`config.mk`:
```
export PLATFORM = sky130hd
export DESIGN_NAME = phy_mgmt_status
export DESIGN_NICKNAME = d
export VERILOG_FILES = /design/src/verilog/phy_status_pkg.sv /design/src/verilog/status_read_if.sv /design/src/verilog/phy_mgmt_status.sv /design/src/verilog/basic_link_status.sv
export VERILOG_INCLUDE_DIRS = /design/src /design/src/verilog
export SDC_FILE = /design/constraint.sdc
export NUM_CORES = 1
export LEC_CHECK = 0
export BUFFER_PORTS_ARGS = -buffer_cell sky130_fd_sc_hd__buf_2
export CORE_MARGIN = 3
export CORE_UTILIZATION = 55
export CTS_CLUSTER_SIZE = 16
export DETAILED_ROUTE_END_ITERATION = 8
export HOLD_SLACK_MARGIN = 0.06
export PLACE_DENSITY = 0.8
export SLEW_MARGIN = 5
export SYNTH_ARGS = -nofsm -noshare
export SYNTH_HDL_FRONTEND = slang
export SYNTH_SLANG_ARGS = --single-unit
```
`constraint.sdc`:
```
create_clock -name i_clk -period 4.2 [get_ports i_clk]
set_input_delay 0.42 -clock i_clk [delete_from_list [all_inputs] [get_ports i_clk]]
set_output_delay 0.42 -clock i_clk [all_outputs]
set_load 0.03 [all_outputs]
```
`src/verilog/phy_status_consts.svh`:
```
// Constants for the management status register block
`ifndef PHY_STATUS_CONSTS_SVH
`define PHY_STATUS_CONSTS_SVH

// Register address of the status register on the management bus
`define BLS_REG_ADDR 5'h01
// Default station address of this transceiver
`define BLS_PHY_ADDR_DEF 5'h00

// Field positions inside the status register
`define BLS_T4_BIT 4'hf
`define BLS_TX_FD_BIT 4'he
`define BLS_TX_HD_BIT 4'hd
`define BLS_TE_FD_BIT 4'hc
`define BLS_TE_HD_BIT 4'hb
`define BLS_T2_FD_BIT 4'ha
`define BLS_T2_HD_BIT 4'h9
`define BLS_EXT_STAT_BIT 4'h8
`define BLS_RSVD_BIT 4'h7
`define BLS_SHORT_FRAME_BIT 4'h6
`define BLS_AN_DONE_BIT 4'h5
`define BLS_RFAULT_BIT 4'h4
`define BLS_AN_ABLE_BIT 4'h3
`define BLS_LINK_BIT 4'h2
`define BLS_JABBER_BIT 4'h1
`define BLS_EXT_CAP_BIT 4'h0

// Reset values of the live and latched bits
`define BLS_AN_DONE_RST 1'h0
`define BLS_RFAULT_RST 1'h0
`define BLS_LINK_RST 1'h0
`define BLS_JABBER_RST 1'h0

// Management frame layout
`define MF_PREAMBLE_LEN 6'h20
`define MF_HDR_BITS 5'h0c
`define MF_DATA_BITS 5'h10
`define MF_TA_BITS 5'h02
`define MF_OP_READ 2'h2
`define MF_OP_WRITE 2'h1

`endif

```
`src/verilog/phy_status_pkg.sv`:
```
// Types shared by the management status register block
`default_nettype none
package phy_status_pkg;
   // Management frame receiver states, one-hot
   typedef enum logic [6:0] {
      S_IDLE  = 7'h01,
      S_START = 7'h02,
      S_HDR   = 7'h04,
      S_TA_RD = 7'h08,
      S_RD    = 7'h10,
      S_TA_WR = 7'h20,
      S_SKIP  = 7'h40
   } mgmt_state_t;
endpackage
`default_nettype wire

```
`src/verilog/status_read_if.sv`:
```
// Link between the frame engine and the status register
`default_nettype none
interface status_read_if;
   logic snap;
   logic release_rd;
   logic [15:0] value;
   // Frame engine side
   modport engine (output snap, output release_rd, input value);
   // Register side
   modport regs (input snap, input release_rd, output value);
endinterface
`default_nettype wire

```
`src/verilog/phy_mgmt_status.sv`:
```
// Management frame engine serving the basic status register
//
// Contract
// - 100BASE-TX full and half ability read 1
// - 10BASE-Te full and half ability read 1
// - T4 and T2 ability bits read 0
// - Extended status register present reads 1
// - Reserved bit reads 0, written 0
// - Short frames accepted after one full preamble
// - Auto-negotiation complete bit follows process
// - Remote fault latches high until read or reset
// - Auto-negotiation ability reads 1
// - Link bit latches low, sets after read
// - Jabber latches high until read or reset
// - Extended register capability reads 1
`include "phy_status_consts.svh"
`default_nettype none
module phy_mgmt_status
   import phy_status_pkg::*;
#(
   parameter logic [4:0] PHY_ADDR = `BLS_PHY_ADDR_DEF
) (
   // Clock and reset
   input wire logic i_clk,
   input wire logic i_srst,
   // Management pins
   input wire logic i_mdc,
   input wire logic i_mdio,
   output logic o_mdio,
   output logic o_mdio_oe,
   // Status events from the line logic
   input wire logic i_an_done,
   input wire logic i_link_good,
   input wire logic i_remote_fault,
   input wire logic i_jabber
);
   status_read_if rd_if ();

   // Pin synchronisers and edge detect state
   logic mdc_s1_r, mdc_s2_r, mdc_s3_r;
   logic mdio_s1_r, mdio_s2_r;
   logic mdc_rise;
   logic bit_in;

   // Frame engine state
   mgmt_state_t state_r, state_nxt;
   logic [5:0] ones_r, ones_nxt;
   logic pre_ok_r, pre_ok_nxt;
   logic [4:0] cnt_r, cnt_nxt;
   logic [11:0] hdr_r, hdr_nxt;
   logic [15:0] shift_r, shift_nxt;
   logic mdio_r, mdio_nxt;
   logic oe_r, oe_nxt;
   logic snap_r, snap_nxt;
   logic rel_r, rel_nxt;
   logic [11:0] hdr_full;
   logic [1:0] op;
   logic [4:0] phy_sel;
   logic [4:0] reg_sel;

   // Two flops on each pin before use; third flop only for the edge
   always_ff @(posedge i_clk) begin
      if (i_srst) begin
         mdc_s1_r <= 1'h0;
         mdc_s2_r <= 1'h0;
         mdc_s3_r <= 1'h0;
         mdio_s1_r <= 1'h1;
         mdio_s2_r <= 1'h1;
      end else begin
         mdc_s1_r <= i_mdc;
         mdc_s2_r <= mdc_s1_r;
         mdc_s3_r <= mdc_s2_r;
         mdio_s1_r <= i_mdio;
         mdio_s2_r <= mdio_s1_r;
      end
   end

   // Bits are taken on the management clock rising edge
   assign mdc_rise = mdc_s2_r & ~mdc_s3_r;
   assign bit_in = mdio_s2_r;

   // Header fields once the last header bit has arrived
   assign hdr_full = {hdr_r[10:0], bit_in};
   assign op = hdr_full[11:10];
   assign phy_sel = hdr_full[9:5];
   assign reg_sel = hdr_full[4:0];

   // Frame engine next state
   always_comb begin
      state_nxt = state_r;
      ones_nxt = ones_r;
      pre_ok_nxt = pre_ok_r;
      cnt_nxt = cnt_r;
      hdr_nxt = hdr_r;
      shift_nxt = shift_r;
      mdio_nxt = mdio_r;
      oe_nxt = oe_r;
      snap_nxt = 1'h0;
      rel_nxt = 1'h0;
      if (mdc_rise) begin
         case (state_r)
            S_IDLE: begin
               if (bit_in) begin
                  // Count preamble ones, saturating
                  if (ones_r != `MF_PREAMBLE_LEN) begin
                     ones_nxt = ones_r + 6'h01;
                  end
               end else begin
                  ones_nxt = 6'h00;
                  // Start bit: needs one full preamble since last error
                  if (pre_ok_r || ones_r == `MF_PREAMBLE_LEN) begin
                     pre_ok_nxt = 1'h1;
                     state_nxt = S_START;
                  end
               end
            end
            S_START: begin
               // Second start bit must be one
               if (bit_in) begin
                  cnt_nxt = 5'h00;
                  state_nxt = S_HDR;
               end else begin
                  state_nxt = S_IDLE;
               end
            end
            S_HDR: begin
               hdr_nxt = hdr_full;
               cnt_nxt = cnt_r + 5'h01;
               if (cnt_r == `MF_HDR_BITS - 5'h01) begin
                  cnt_nxt = 5'h00;
                  if (op == `MF_OP_READ) begin
                     if (phy_sel == PHY_ADDR && reg_sel == `BLS_REG_ADDR) begin
                        // Snapshot value before any release
                        snap_nxt = 1'h1;
                        state_nxt = S_TA_RD;
                     end else begin
                        // Not ours: let the frame pass by
                        state_nxt = S_SKIP;
                     end
                  end else if (op == `MF_OP_WRITE) begin
                     state_nxt = S_TA_WR;
                  end else begin
                     // Invalid opcode: full preamble needed again
                     pre_ok_nxt = 1'h0;
                     state_nxt = S_IDLE;
                  end
               end
            end
            S_TA_RD: begin
               // Drive zero in the second turnaround bit
               mdio_nxt = 1'h0;
               oe_nxt = 1'h1;
               cnt_nxt = 5'h00;
               state_nxt = S_RD;
            end
            S_RD: begin
               if (cnt_r == `MF_DATA_BITS) begin
                  // Read complete: release the latches now
                  oe_nxt = 1'h0;
                  mdio_nxt = 1'h1;
                  rel_nxt = 1'h1;
                  state_nxt = S_IDLE;
               end else begin
                  mdio_nxt = shift_r[15];
                  shift_nxt = {shift_r[14:0], 1'h0};
                  cnt_nxt = cnt_r + 5'h01;
               end
            end
            S_TA_WR: begin
               cnt_nxt = cnt_r + 5'h01;
               if (cnt_r == `MF_TA_BITS - 5'h01) begin
                  cnt_nxt = 5'h00;
                  if (bit_in) begin
                     // Invalid turnaround: full preamble needed again
                     pre_ok_nxt = 1'h0;
                     state_nxt = S_IDLE;
                  end else begin
                     // Written data is discarded; register is read-only
                     state_nxt = S_SKIP;
                  end
               end
            end
            S_SKIP: begin
               // Skip data bits (plus turnaround for foreign reads)
               cnt_nxt = cnt_r + 5'h01;
               if (cnt_r == `MF_DATA_BITS + `MF_TA_BITS - 5'h01 ||
                   (hdr_r[11:10] == `MF_OP_WRITE && cnt_r == `MF_DATA_BITS - 5'h01)) begin
                  cnt_nxt = 5'h00;
                  state_nxt = S_IDLE;
               end
            end
            default: begin
               state_nxt = S_IDLE;
               oe_nxt = 1'h0;
               mdio_nxt = 1'h1;
            end
         endcase
      end
      // Load the shift register one cycle after the snapshot
      if (snap_r) begin
         shift_nxt = rd_if.value;
      end
   end

   // Frame engine registers
   always_ff @(posedge i_clk) begin
      if (i_srst) begin
         state_r <= S_IDLE;
         ones_r <= 6'h00;
         pre_ok_r <= 1'h0;
         cnt_r <= 5'h00;
         hdr_r <= 12'h000;
         shift_r <= 16'h0000;
         mdio_r <= 1'h1;
         oe_r <= 1'h0;
         snap_r <= 1'h0;
         rel_r <= 1'h0;
      end else begin
         state_r <= state_nxt;
         ones_r <= ones_nxt;
         pre_ok_r <= pre_ok_nxt;
         cnt_r <= cnt_nxt;
         hdr_r <= hdr_nxt;
         shift_r <= shift_nxt;
         mdio_r <= mdio_nxt;
         oe_r <= oe_nxt;
         snap_r <= snap_nxt;
         rel_r <= rel_nxt;
      end
   end

   // Access strobes to the register and pin outputs
   assign rd_if.snap = snap_r;
   assign rd_if.release_rd = rel_r;
   assign o_mdio = mdio_r;
   assign o_mdio_oe = oe_r;

   // Status register with its latches
   basic_link_status u_status (
      .i_clk(i_clk),
      .i_srst(i_srst),
      .rd(rd_if.regs),
      .i_an_done(i_an_done),
      .i_link_good(i_link_good),
      .i_remote_fault(i_remote_fault),
      .i_jabber(i_jabber)
   );
endmodule // phy_mgmt_status
`default_nettype wire

```
`src/verilog/basic_link_status.sv`:
```
// Status register with fixed, live and latched bits
`include "phy_status_consts.svh"
`default_nettype none
module basic_link_status
   import phy_status_pkg::*;
(
   // Clock and reset
   input wire logic i_clk,
   input wire logic i_srst,
   // Frame engine access
   status_read_if.regs rd,
   // Status events from the line logic
   input wire logic i_an_done,
   input wire logic i_link_good,
   input wire logic i_remote_fault,
   input wire logic i_jabber
);
   logic an_done_r, an_done_nxt;
   logic rfault_r, rfault_nxt;
   logic rfault_new_r, rfault_new_nxt;
   logic jab_r, jab_nxt;
   logic jab_new_r, jab_new_nxt;
   logic link_r, link_nxt;
   logic link_fail_r, link_fail_nxt;

   // Latch updates; a new event always wins over a release
   always_comb begin
      an_done_nxt = i_an_done;
      rfault_nxt = rfault_r | i_remote_fault;
      jab_nxt = jab_r | i_jabber;
      link_nxt = link_r & i_link_good;
      // Events after the snapshot are kept for the release
      rfault_new_nxt = rfault_new_r | i_remote_fault;
      jab_new_nxt = jab_new_r | i_jabber;
      link_fail_nxt = link_fail_r | ~i_link_good;
      if (rd.snap) begin
         rfault_new_nxt = i_remote_fault;
         jab_new_nxt = i_jabber;
         link_fail_nxt = ~i_link_good;
      end
      if (rd.release_rd) begin
         rfault_nxt = rfault_new_r | i_remote_fault;
         jab_nxt = jab_new_r | i_jabber;
         link_nxt = i_link_good & ~link_fail_r;
      end
   end

   // Register stage
   always_ff @(posedge i_clk) begin
      if (i_srst) begin
         an_done_r <= `BLS_AN_DONE_RST;
         rfault_r <= `BLS_RFAULT_RST;
         rfault_new_r <= `BLS_RFAULT_RST;
         jab_r <= `BLS_JABBER_RST;
         jab_new_r <= `BLS_JABBER_RST;
         link_r <= `BLS_LINK_RST;
         link_fail_r <= 1'h0;
      end else begin
         an_done_r <= an_done_nxt;
         rfault_r <= rfault_nxt;
         rfault_new_r <= rfault_new_nxt;
         jab_r <= jab_nxt;
         jab_new_r <= jab_new_nxt;
         link_r <= link_nxt;
         link_fail_r <= link_fail_nxt;
      end
   end

   // Read value assembly
   always_comb begin
      rd.value = 16'h0000;
      rd.value[`BLS_T4_BIT] = 1'h0;
      rd.value[`BLS_TX_FD_BIT] = 1'h1;
      rd.value[`BLS_TX_HD_BIT] = 1'h1;
      rd.value[`BLS_TE_FD_BIT] = 1'h1;
      rd.value[`BLS_TE_HD_BIT] = 1'h1;
      rd.value[`BLS_T2_FD_BIT] = 1'h0;
      rd.value[`BLS_T2_HD_BIT] = 1'h0;
      rd.value[`BLS_EXT_STAT_BIT] = 1'h1;
      rd.value[`BLS_RSVD_BIT] = 1'h0;
      rd.value[`BLS_SHORT_FRAME_BIT] = 1'h1;
      rd.value[`BLS_AN_DONE_BIT] = an_done_r;
      rd.value[`BLS_RFAULT_BIT] = rfault_r;
      rd.value[`BLS_AN_ABLE_BIT] = 1'h1;
      rd.value[`BLS_LINK_BIT] = link_r;
      rd.value[`BLS_JABBER_BIT] = jab_r;
      rd.value[`BLS_EXT_CAP_BIT] = 1'h1;
   end
endmodule // basic_link_status
`default_nettype wire

```
After elaboration in Yosys (flattened, before gate mapping) --
Index checks and enable logic that the tools add are counted.
Cells by class: add/subtract/negate cells 2, equality and inequality tests 31, multiplexer cells 44, bitwise gates (word level) 18, reduce and logical (&&, ||, !) cells 22
Operator list (number):
- $mux W7 | 9
- $mux W15 | 4
- $pmux W7 S7 | 1
- $pmux W5 S6 | 1
- $mux W5 | 5
- $ne A2 B2 Y1 const B | 12
- $mux W6 | 3
- $mux W1 | 17
- $reduce_and A3 Y1 | 4
- $eq A5 B1 Y1 const B | 2
- $eq A5 B4 Y1 const B | 2
- $eq A5 B5 Y1 const B | 2
- $not A1 Y1 | 10
- $reduce_or A5 Y1 | 2
- $pmux W1 S3 | 3
- $reduce_and A9 Y1 | 1
- $eq A7 B1 Y1 const B | 1
- $eq A7 B2 Y1 const B | 1
- $eq A7 B3 Y1 const B | 1
- $eq A7 B4 Y1 const B | 1
- $eq A7 B5 Y1 const B | 1
- $eq A7 B6 Y1 const B | 1
- $eq A7 B7 Y1 const B | 1
- $reduce_and A7 Y1 | 1
- 20 further kinds | 31
Word-level totals: register bits after elaboration 63, output and inout port bits 2, word-level logic and storage cells 140

Logic depth before layout (Yosys ltp) --
Gate-level depths: netlist (run 1).
depth in word-level cells 6, depth in mapped cells 10, mapped depth without buffers 9

Hierarchy --
Synthesis (run 1) repeated with hierarchy kept, for this count alone.
Unflattened totals: cells, all modules 378, area total of the unflattened synthesis 3355.7 µm²
By module, submodules not included:
- phy_mgmt_status | instances 1, cells each 336, area each 2986.6 µm²
- basic_link_status | instances 1, cells each 42, area each 369.1 µm²

Least setup slack after synthesis (run 1) --
Ideal clock, no wire load.
path kind reg2reg, start point register state_r[2], end point register ones_r[5], setup time 136 ps, data arrival time 2123 ps, required time 4064 ps, setup slack 1942 ps, stages on the path, launching flop included 8, path buffers 1, cell sequence dfxtp_1 buf_6 or4_4 or4b_4 a311oi_4 nand4_1 xor2_1 nor2_1
On the way: cells in the longest elaborated chain, start to end 2
RTL lines:
- start, declared | line phy_mgmt_status.sv:46 | mgmt_state_t state_r, state_nxt;
- start signal, assigned | line phy_mgmt_status.sv:219 | state_r <= state_nxt;
- $eq A7 B1 Y1 | line phy_mgmt_status.sv:101 | case (state_r)
- $reduce_and A3 Y1 (no source line)
- end signal, assigned | line phy_mgmt_status.sv:220 | ones_r <= ones_nxt;
- end, declared | line phy_mgmt_status.sv:47 | logic [5:0] ones_r, ones_nxt;
Every way passes these cells. A chain may end at the register's enable or synchronous reset.

Final worst setup path (run 1) --
start point register state_r[2], end point register state_r[3]
On the way: cells in the longest elaborated chain, start to end 3, elaborated cells on any way between the ends 15, those cells by class eq/ne (13); mux (1); reduce/logical (1)
RTL lines (line):
- $eq A7 B7 Y1 (tied with other cells) | phy_mgmt_status.sv:101
- $ne A2 B2 Y1 (no source line)
- $reduce_and A7 Y1 (no source line)
Several ways; a longest one is shown, not always the timed one.

==> results of run 1 <==
## cell usage in the layout, fill, tap and decap left out, types with 3 or more instances in the layout
cell type   n
nand3_1    23
nand2_1    42
buf_2       9
clkbuf_8   11
mux2i_1    13
nand2b_1    4
nor4_1      4
and2_1      3
nor2_1     24
mux2_2      4
xor2_1      6
dfxtp_1    63
nor3_1     11
and3_1      3
nor4b_1     6
a21oi_1    40
inv_1      12
or2_2       3
nor2b_1     7
o21ai_0     8
ha_1        9
## metrics by stage
| stage | util [%] | total power, W | setup slack (ps) | hold slack [ps] | cells |
|---|---|---|---|---|---|
| floorplan | - | 0.000642 | 1940 | 389 | 339 |
| global placement | 59.8 | 0.000650 | 1790 | 392 | 394 |
| detailed placement | 59.8 | 0.000651 | 1720 | 393 | 394 |
| CTS | 63.8 | 0.00117 | 1690 | 249 | 409 |
| global route | 63.8 | 0.00120 | 1460 | 265 | 409 |
| finish | 63.8 | 0.00116 | 1690 | 264 | 409 |
## per-layer routing
layer / vias up / part of all wire (%)
met3: 7 / 4.0
met5: - / 0
li1: 1185 / -
met4: 0 / 1.5
met2: 31 / 46
met1: 1073 / 48
## layout make-up
class	count	area, sq um	area share [%]
Timing Repair Buffer	10	52.6	1.68
Sequential cell	63	1260	40.3
Multi-Input combinational cell	242	1490	47.6
Clock inverter	3	42.5	1.36
Clock buffer	12	155	4.95
Inverter	12	45.0	1.44
Tap cell	67	83.8	2.68
## cell families after synthesis
family,count (synthesis),share of synthesized area [%]
compound gates,63,13.3
fa+ha+maj,9,3.89
simple gates,145,25.9
mux,17,6.05
xor+xnor,8,2.42
flops,63,43.6
buf+inv,34,4.84
## flip-flops by register name, indices dropped and copies added (netlist names), 5 cells and up
name,count
cnt_r,5
hdr_r,12
ones_r,6
shift_r,16
state_r,7
## path summary, 6_finish.rpt
check / startpoint / end / slack [ps] / depth (start not counted)
hold reg to reg: mdio_s1_r / bit_in / 410 / 1
hold / removal: i_mdio / mdio_s1_r / 260 / 2
setup reg to reg: state_r[2] / state_r[3] / 1690 / 6
setup / recovery: state_r[2] / state_r[3] / 1690 / 6
## report_power, final
| group | switching [W] | internal [W] | total [W] | leakage (nW) |
|---|---|---|---|---|
| combinational | 0.0000190 | 0.0000103 | 0.0000293 | 0.609 |
| clock | 0.000219 | 0.000302 | 0.000522 | 0.0985 |
| sequential | 0.00000460 | 0.000604 | 0.000609 | 0.510 |
==> flow_summary.ini, run 1 <==
[run_status]
status = completed

[synthesis]
ys_seq_elements = 63
synth-async-reset-ratio_pct = 0
ys_warn_count = 0
synth_top_area_share_pct = 43.6
synth_edf_count = 0
yosysSeqAreaShare_pct = 43.6
syn-mean-instance-area_sq_um = 8.54
synth_fp_nets = 356
yosys.area.top_type = dfxtp_1
synth_area_sq_mm = 0.00289
ys_types = 48
yosysMostFrequentCell = dfxtp_1
synth_cells = 339
synthTopCellsByCount = 63 x dfxtp_1, 42 x nand2_1, 40 x a21oi_1
synthTopCellsByArea = dfxtp_1 44%, a21oi_1 6.9%, nand2_1 5.4%
synth_ff_type = dfxtp_1

[global_routing]
grt_pass1_vias = 2182
grt_use_met1_pct = 24.5
grt_pass1_wl_microns = 9640
grtUsageTotal_pct = 19.9
grtUsageMet2_pct = 32.3
antenna_found_initial = 0
grt-busiest-layer = met2
use_met3_pct = 7.34
grt_max_degree = 58
grt_overflow = 0

[worst_setup_path]
critical_path_class = reg -> reg
critical-path-top-delay-family = simple AND/OR/NAND/NOR gates
critPathBufInv = 0
slowest_delay_ps = 590
crit_arrival_ps = 2700
crit_path_start_kind = flop
cpMaxStageDelayCell = or4_4
crit_path_cell_trace = or4_4 -> or4b_4 -> a21oi_1 -> nand4b_1 -> mux2i_1 -> nor2_1
path_max_fanout = 11
required_ps = 4390
crit_path_end_kind = flop

[finish]
area_growth_pct = 8.26
insertedDiodeCount = 0
drive_gt1_share_pct = 9.94
nets = 355
n_fill_cell = 446
fin_area_sq_mm = 0.00313

[floorplan]
rows = 25
start_util_pct = 58.9
die_area_sq_mm = 0.00617
core-area_sq_mm = 0.00491
die_w_microns = 78.5
die_y_microns = 78.5
io_pins = 10

[route]
vias_per_cell = 5.61
routedWlPerCell_microns = 13.6
num_vias = 2296
ant_nets = 0
drt_iter0_drc = 105
post-route-drc-count = 0
first_pass_iters = 4
drt-total-wl_microns = 5570

[timing]
max_slew_margin_pct = 33.2
worst_pin_slew_ps = 1000
period_share_pct = 59.7
slew_viol_final = 0
rsz0062_at_grt = no
max_clock_freq_mhz = 399
finalSetupViolations = 0
hold_violations = 0
finClkSkew_ps = 5.66
period_minus_slack_ps = 2510
totalNegativeSetupSlack_ps = 0

[cts]
ctsResizeCount = 0
cts_hold_buf = 0
cts-htree-levels = 3
insertion_delay_ps = 340
root_buffer = clkbuf_8
cts.path.max_buffers = 2
cts_buffers = 9
clk_pin_slew_ps = 70
cts_setup_buffers = 0
clock-sinks = 63
cts_tree = yes

[place]
dp_hpwl_microns = 3750
placed_area_sq_mm = 0.00294
place.gp.congestion = 0.889
port-buffer-count = 9

[pwr]
peakVddDrop_mv = 0.268
p_per_area_mw_per_mm2 = 370
leakage_nw = 1.22

[job]
maxCapViolations = 0

[min_path]
min_path_type = in -> reg
Note: power is estimated with default switching activity, not from simulation.
==> inputs of run 2 (changes only) <==
- ABC_AREA: default -> 1
- clock period: 4.2 -> 2.6 ns (I/O delays scaled with it)
==> run 2 against run 1 <==
Non-clock buffer count rose by 1. Clock skew is 6.7 ps higher. Critical path type unchanged. Critical endpoint is now state_r[5]. Clock-buffer cell count rose by 1. Global-route usage rose by 1.9 points. Register-to-register slack lost 1000 ps. Die area grew 9.2%. Final cell count increased by 29%.
==> flow_summary.ini, run 2 <==
[finish]
nets = 468
regMostFlops = shift_r
layout_commonest_cell = nand2_1
largestRegisters = shift_r: 16 flops, hdr_r: 12 flops, state_r: 7 flops
final_core_util_pct = 63.2
largest_register_ffs = 16
most-common-layout-cells = 78 x nand2_1, 68 x nor2_1, 63 x dfxtp_1
insertedDiodeCount = 0
drive_gt1_share_pct = 15.6
n_fill_cell = 504
area_growth_pct = 9.90
fin_area_sq_mm = 0.00350

[cts]
ctsResizeCount = 0
root_buffer = clkbuf_8
cts_hold_buf = 0
cts_setup_buffers = 0
clock-sinks = 63
cts_tree = yes
cts_buffers = 9
clk_pin_slew_ps = 70
cts.path.max_buffers = 2
cts-htree-levels = 3
insertion_delay_ps = 340

[synthesis]
synth_edf_count = 0
yosysSeqAreaShare_pct = 39.6
synth-async-reset-ratio_pct = 0
synthTopCellsByArea = dfxtp_1 40%, nand2_1 9.2%, nor2_1 8.0%
synth_ff_type = dfxtp_1
synth_top_area_share_pct = 39.6
syn-mean-instance-area_sq_um = 7.29
synthSimpleGateAreaFrac_pct = 38.0
synthMuxAreaShare_pct = 0
synth_fp_nets = 454
synth_top_family_by_area = simple AND/OR/NAND/NOR gates
synthTopCellsByCount = 78 x nand2_1, 68 x nor2_1, 63 x dfxtp_1
synthAdderAreaFrac_pct = 3.54
ys_seq_elements = 63
synth_compound_area_share_pct = 10.4
ys_warn_count = 0
synth_area_sq_mm = 0.00318
yosys.area.top_type = dfxtp_1
ys_types = 38
yosysMostFrequentCell = nand2_1
synth_cells = 437
synth_xor_area_share_pct = 0.825

[floorplan]
die_y_microns = 82.1
rows = 27
io_pins = 10
die_w_microns = 82.1
die_area_sq_mm = 0.00674
start_util_pct = 57.5
core-area_sq_mm = 0.00554

[pwr]
peakVddDrop_mv = 0.477
p_per_area_mw_per_mm2 = 551
power_w = 0.00193
leakage_nw = 1.52

[route]
num_vias = 2806
ant_nets = 0
route.layer.met1.wl_microns = 2980
first_pass_iters = 5
dr_wl_met3_microns = 396
vias_per_cell = 5.31
dr_wl_met2_microns = 3130
routedWlPerCell_microns = 12.6
drt-total-wl_microns = 6630
top_layer = met4
drt_iter0_drc = 237
post-route-drc-count = 0

[worst_setup_path]
critical_path_class = reg -> reg
path_max_fanout = 8
crit_path_end_kind = flop
r2r_slack_ps = 650
crit_end = state_r[5]
cp-startpoint = cnt_r[0]
timing.rr.end = state_r[5]
crit_path_start_kind = flop
r2r_start = cnt_r[0]
crit_arrival_ps = 2190
r2r_cells = 11
required_ps = 2830

[min_path]
min_path_type = in -> reg

[timing]
totalNegativeSetupSlack_ps = 0
finalSetupViolations = 0
max_clock_freq_mhz = 512
hold_ws_ps = 115
worst_pin_slew_ps = 580
period_minus_slack_ps = 1950
period_share_pct = 75.1
hold_violations = 0
finClkSkew_ps = 12.4
slew_viol_final = 0
rsz0062_at_grt = no
max_slew_margin_pct = 61.3

[global_routing]
grt_pass1_vias = 2592
grtUsageTotal_pct = 21.9
grt_overflow = 0
grt_max_degree = 31
antenna_found_initial = 0
grt_pass1_wl_microns = 11300

[place]
placed_area_sq_mm = 0.00329
place.gp.congestion = 0.892
port-buffer-count = 9
dp_hpwl_microns = 4710

[job]
maxCapViolations = 0

[run_status]
status = completed
run 2: through the flow:
| step | instances | setup WS, ps |
|---|---|---|
| after floorplan | 437 | 935 |
| after global placement | 512 | 717 |
| after detailed placement | 512 | 682 |
| after CTS | 528 | 643 |
| after global routing | 528 | 447 |
| final | 528 | 647 |
run 2: metal layers:
layer | vias to the layer above | track usage, %
li1 | 1439 | -
met1 | 1272 | 26.8
met2 | 83 | 35.9
met3 | 12 | 6.40
met4 | 0 | 8.97
met5 | - | 0
run 2: cells by family (layout without fill, tap and decap cells):
logic type,Yosys count,count (layout)
flops,63,63
xor+xnor,3,3
buf+inv,60,79
compound gates,63,63
simple gates,239,239
fa+ha+maj,9,9
run 2: critical path: stages (launching register included):
cell     delay (ps)
dfxtp_1         400
ha_1            230
nand2_1          70
nor2_1          120
ha_1            160
nand3_1         140
nand3_1         150
nand2_1          90
nor2_4          180
nand2_4         110
a21oi_1         160
nor2_1           50
run 2: how the worst min path moves through the flow:
stage	start	endpoint	slack (ps)	cells after the start
floorplan	i_link_good	u_status.link_fail_r	360	1
global placement	mdc_s1_r	mdc_s2_r	390	2
CTS	i_mdio	mdio_s1_r	110	2
global route	i_mdio	mdio_s1_r	120	2
detailed placement	mdc_s1_r	mdc_s2_r	390	2
finish	i_mdio	mdio_s1_r	120	2
run 2: area by class of cell:
class | instances | area [sq um] | share of cell area (%)
sequential | 63 | 1260 | 36.0
clock buffer | 13 | 169 | 4.83
inverter | 52 | 201 | 5.76
multi-input combinational | 314 | 1680 | 47.9
tap | 72 | 90.1 | 2.57
timing repair buffer | 11 | 60.1 | 1.72
clock inverter | 3 | 40.0 | 1.14
run 2: where the power goes:
group | leakage [nW] | switching [W] | internal, W | total, W
combinational | 0.899 | 0.0000405 | 0.0000201 | 0.0000606
sequential | 0.510 | 0.00000689 | 0.000977 | 0.000984
clock | 0.109 | 0.000364 | 0.000519 | 0.000882
==> inputs of run 3 (changes only) <==
- PLACE_DENSITY: 0.8 -> 0.83
- clock period: 2.6 -> 1.59 ns (I/O delays scaled with it)
==> run 3 against run 2 <==
The run now ends with negative setup slack left. Clock power up 59%. Combinational power up 100%. Clock-buffer cell count down 2. Routed wire length up 5.6%. Flip-flop and latch count unchanged. Critical path type unchanged. Critical endpoint unchanged. Largest cell class unchanged. Highest routed layer unchanged.
==> flow_summary.ini, run 3 (synthesized netlist as in run 2, its figures left out) <==
[timing]
slew_viol_final = 0
max_slew_margin_pct = 78.4
worst_pin_slew_ps = 323
finClkSkew_ps = 14.7
max_clock_freq_mhz = 610
totalNegativeSetupSlack_ps = -345
finalSetupViolations = 15
period_minus_slack_ps = 1640
rsz0062_at_grt = yes
fin_ws_ps = -50.2
period_share_pct = 103
hold_violations = 0

[worst_setup_path]
critical_path_class = reg -> reg
timing.rr.end = state_r[5]
r2r_cells = 12
required_ps = 1860
crit_path_end_kind = flop
crit_arrival_ps = 1910
r2r_start = cnt_r[1]
crit_path_start_kind = flop
path_max_fanout = 8
r2r_slack_ps = -50

[floorplan]
die_area_sq_mm = 0.00674
rows = 27
die_y_microns = 82.1
io_pins = 10
die_w_microns = 82.1
start_util_pct = 57.5
core-area_sq_mm = 0.00554

[finish]
layout_commonest_cell = nand2_1
drive_gt1_share_pct = 24.4
largestRegisters = shift_r: 16 flops, hdr_r: 12 flops, state_r: 7 flops
area_growth_pct = 19.6
insertedDiodeCount = 0
nets = 496
n_fill_cell = 463
fin_area_sq_mm = 0.00381
largest_register_ffs = 16
regMostFlops = shift_r
most-common-layout-cells = 74 x nand2_1, 64 x nor2_1, 53 x dfxtp_1

[cts]
clk_pin_slew_ps = 80
cts.path.max_buffers = 2
cts_buffers = 9
clock-sinks = 63
cts-htree-levels = 3
cts_tree = yes
insertion_delay_ps = 350
root_buffer = clkbuf_8

[min_path]
min_to = state_r[4]
hold_start = i_srst
min_path_type = in -> reg
holdPathStages = 2

[run_status]
violations = negative setup slack
status = finished, violations left

[job]
maxCapViolations = 0

[pwr]
peakVddDrop_mv = 0.750
leakage_nw = 1.66
switching_share_pct = 22.9
power_w = 0.00312
pwr-share-clk_pct = 44.8
p_int_w = 0.00240
p_sw_w = 0.000716
p_per_area_mw_per_mm2 = 820
power_frac_comb_pct = 3.9
power_frac_seq_pct = 51.4

[global_routing]
grtUsageTotal_pct = 22.6
grt_pass1_wl_microns = 11600
grt_max_degree = 23
grt_pass1_vias = 2670
grt_overflow = 0
antenna_found_initial = 0

[place]
placed_area_sq_mm = 0.00342
post-place-ws_ps = -38.8
place.gp.congestion = 0.895
dp_hpwl_microns = 4920
port-buffer-count = 9

[route]
ant_nets = 0
drt_iter0_drc = 211
routedWlPerCell_microns = 12.6
num_vias = 2930
first_pass_iters = 6
post-route-drc-count = 0
vias_per_cell = 5.27
drt-total-wl_microns = 7000
==> run 3: worst max-delay path by stage <==
stage | cells after the start | slack [ps] | to | from
2_1_floorplan | 11 | 20 | state_r[5] | cnt_r[0]
3_3_place_gp | 11 | 3 | state_r[5] | cnt_r[0]
3_5_place_dp | 12 | -40 | state_r[5] | cnt_r[0]
4_1_cts | 12 | -6 | state_r[5] | cnt_r[0]
5_1_grt | 12 | -180 | state_r[5] | cnt_r[1]
6_report | 12 | -50 | state_r[5] | cnt_r[1]
==> run 3: repair_timing <==
item / CTS / global route
buffers inserted: 1 / 5
setup endpoints to repair: 10 / 33
pin swaps: 3 / 7
hold buffers: 6 / 0
gates cloned: 0 / 1
endpoints found under the hold margin: 6 / 0
resized for setup: 8 / 24
==> run 3: stage by stage <==
stage | util [%] | hold slack (ps) | cells
after floorplan | - | 259 | 437
after global placement | 61.8 | 343 | 527
after detailed placement | 61.8 | 348 | 527
after global routing | 68.7 | 197 | 556
final | 68.7 | 189 | 556
after CTS | 67.1 | 180 | 550
==> run 3: area by class of cell <==
cell class                 count  area (sq um)  share of cell area [%]
multi-input combinational    314          1750                    45.9
sequential                    63          1280                    33.6
timing repair buffer          38           285                    7.49
inverter                      52           201                    5.29
clock buffer                  11           141                    3.71
tap                           72          90.1                    2.37
clock inverter                 5          57.6                    1.51
timing repair inverter         1          6.26                   0.164
==> run 3: layer usage <==
layer	track usage (%)	up-vias	wire length, microns
met5	0	-	0
met4	7.97	0	101
li1	-	1499	-
met1	27.9	1346	3140
met2	37.3	70	3450
met3	6.72	15	313
==> run 3: critical path: stages, from the launching register on <==
cell and delay (ps):
dfxtp_4 370, ha_4 140, nand2_2 40, nor2_1 90
ha_2 180, nand3_2 90, nand3_2 90, nand2_2 60
nor2_4 180, nand2_4 110, nand2_2 70, nand2_1 40
nor2_1 100
==> run 3: power by group through the flow <==
stage / sequential [W] / combinational [W] / clock, W
2_1_floorplan: 0.00164 / 0.0000714 / 0
3_3_place_gp: 0.00164 / 0.000103 / 0
3_5_place_dp: 0.00164 / 0.000106 / 0
4_1_cts: 0.00160 / 0.000119 / 0.00141
5_1_grt: 0.00160 / 0.000137 / 0.00149
6_report: 0.00160 / 0.000121 / 0.00140
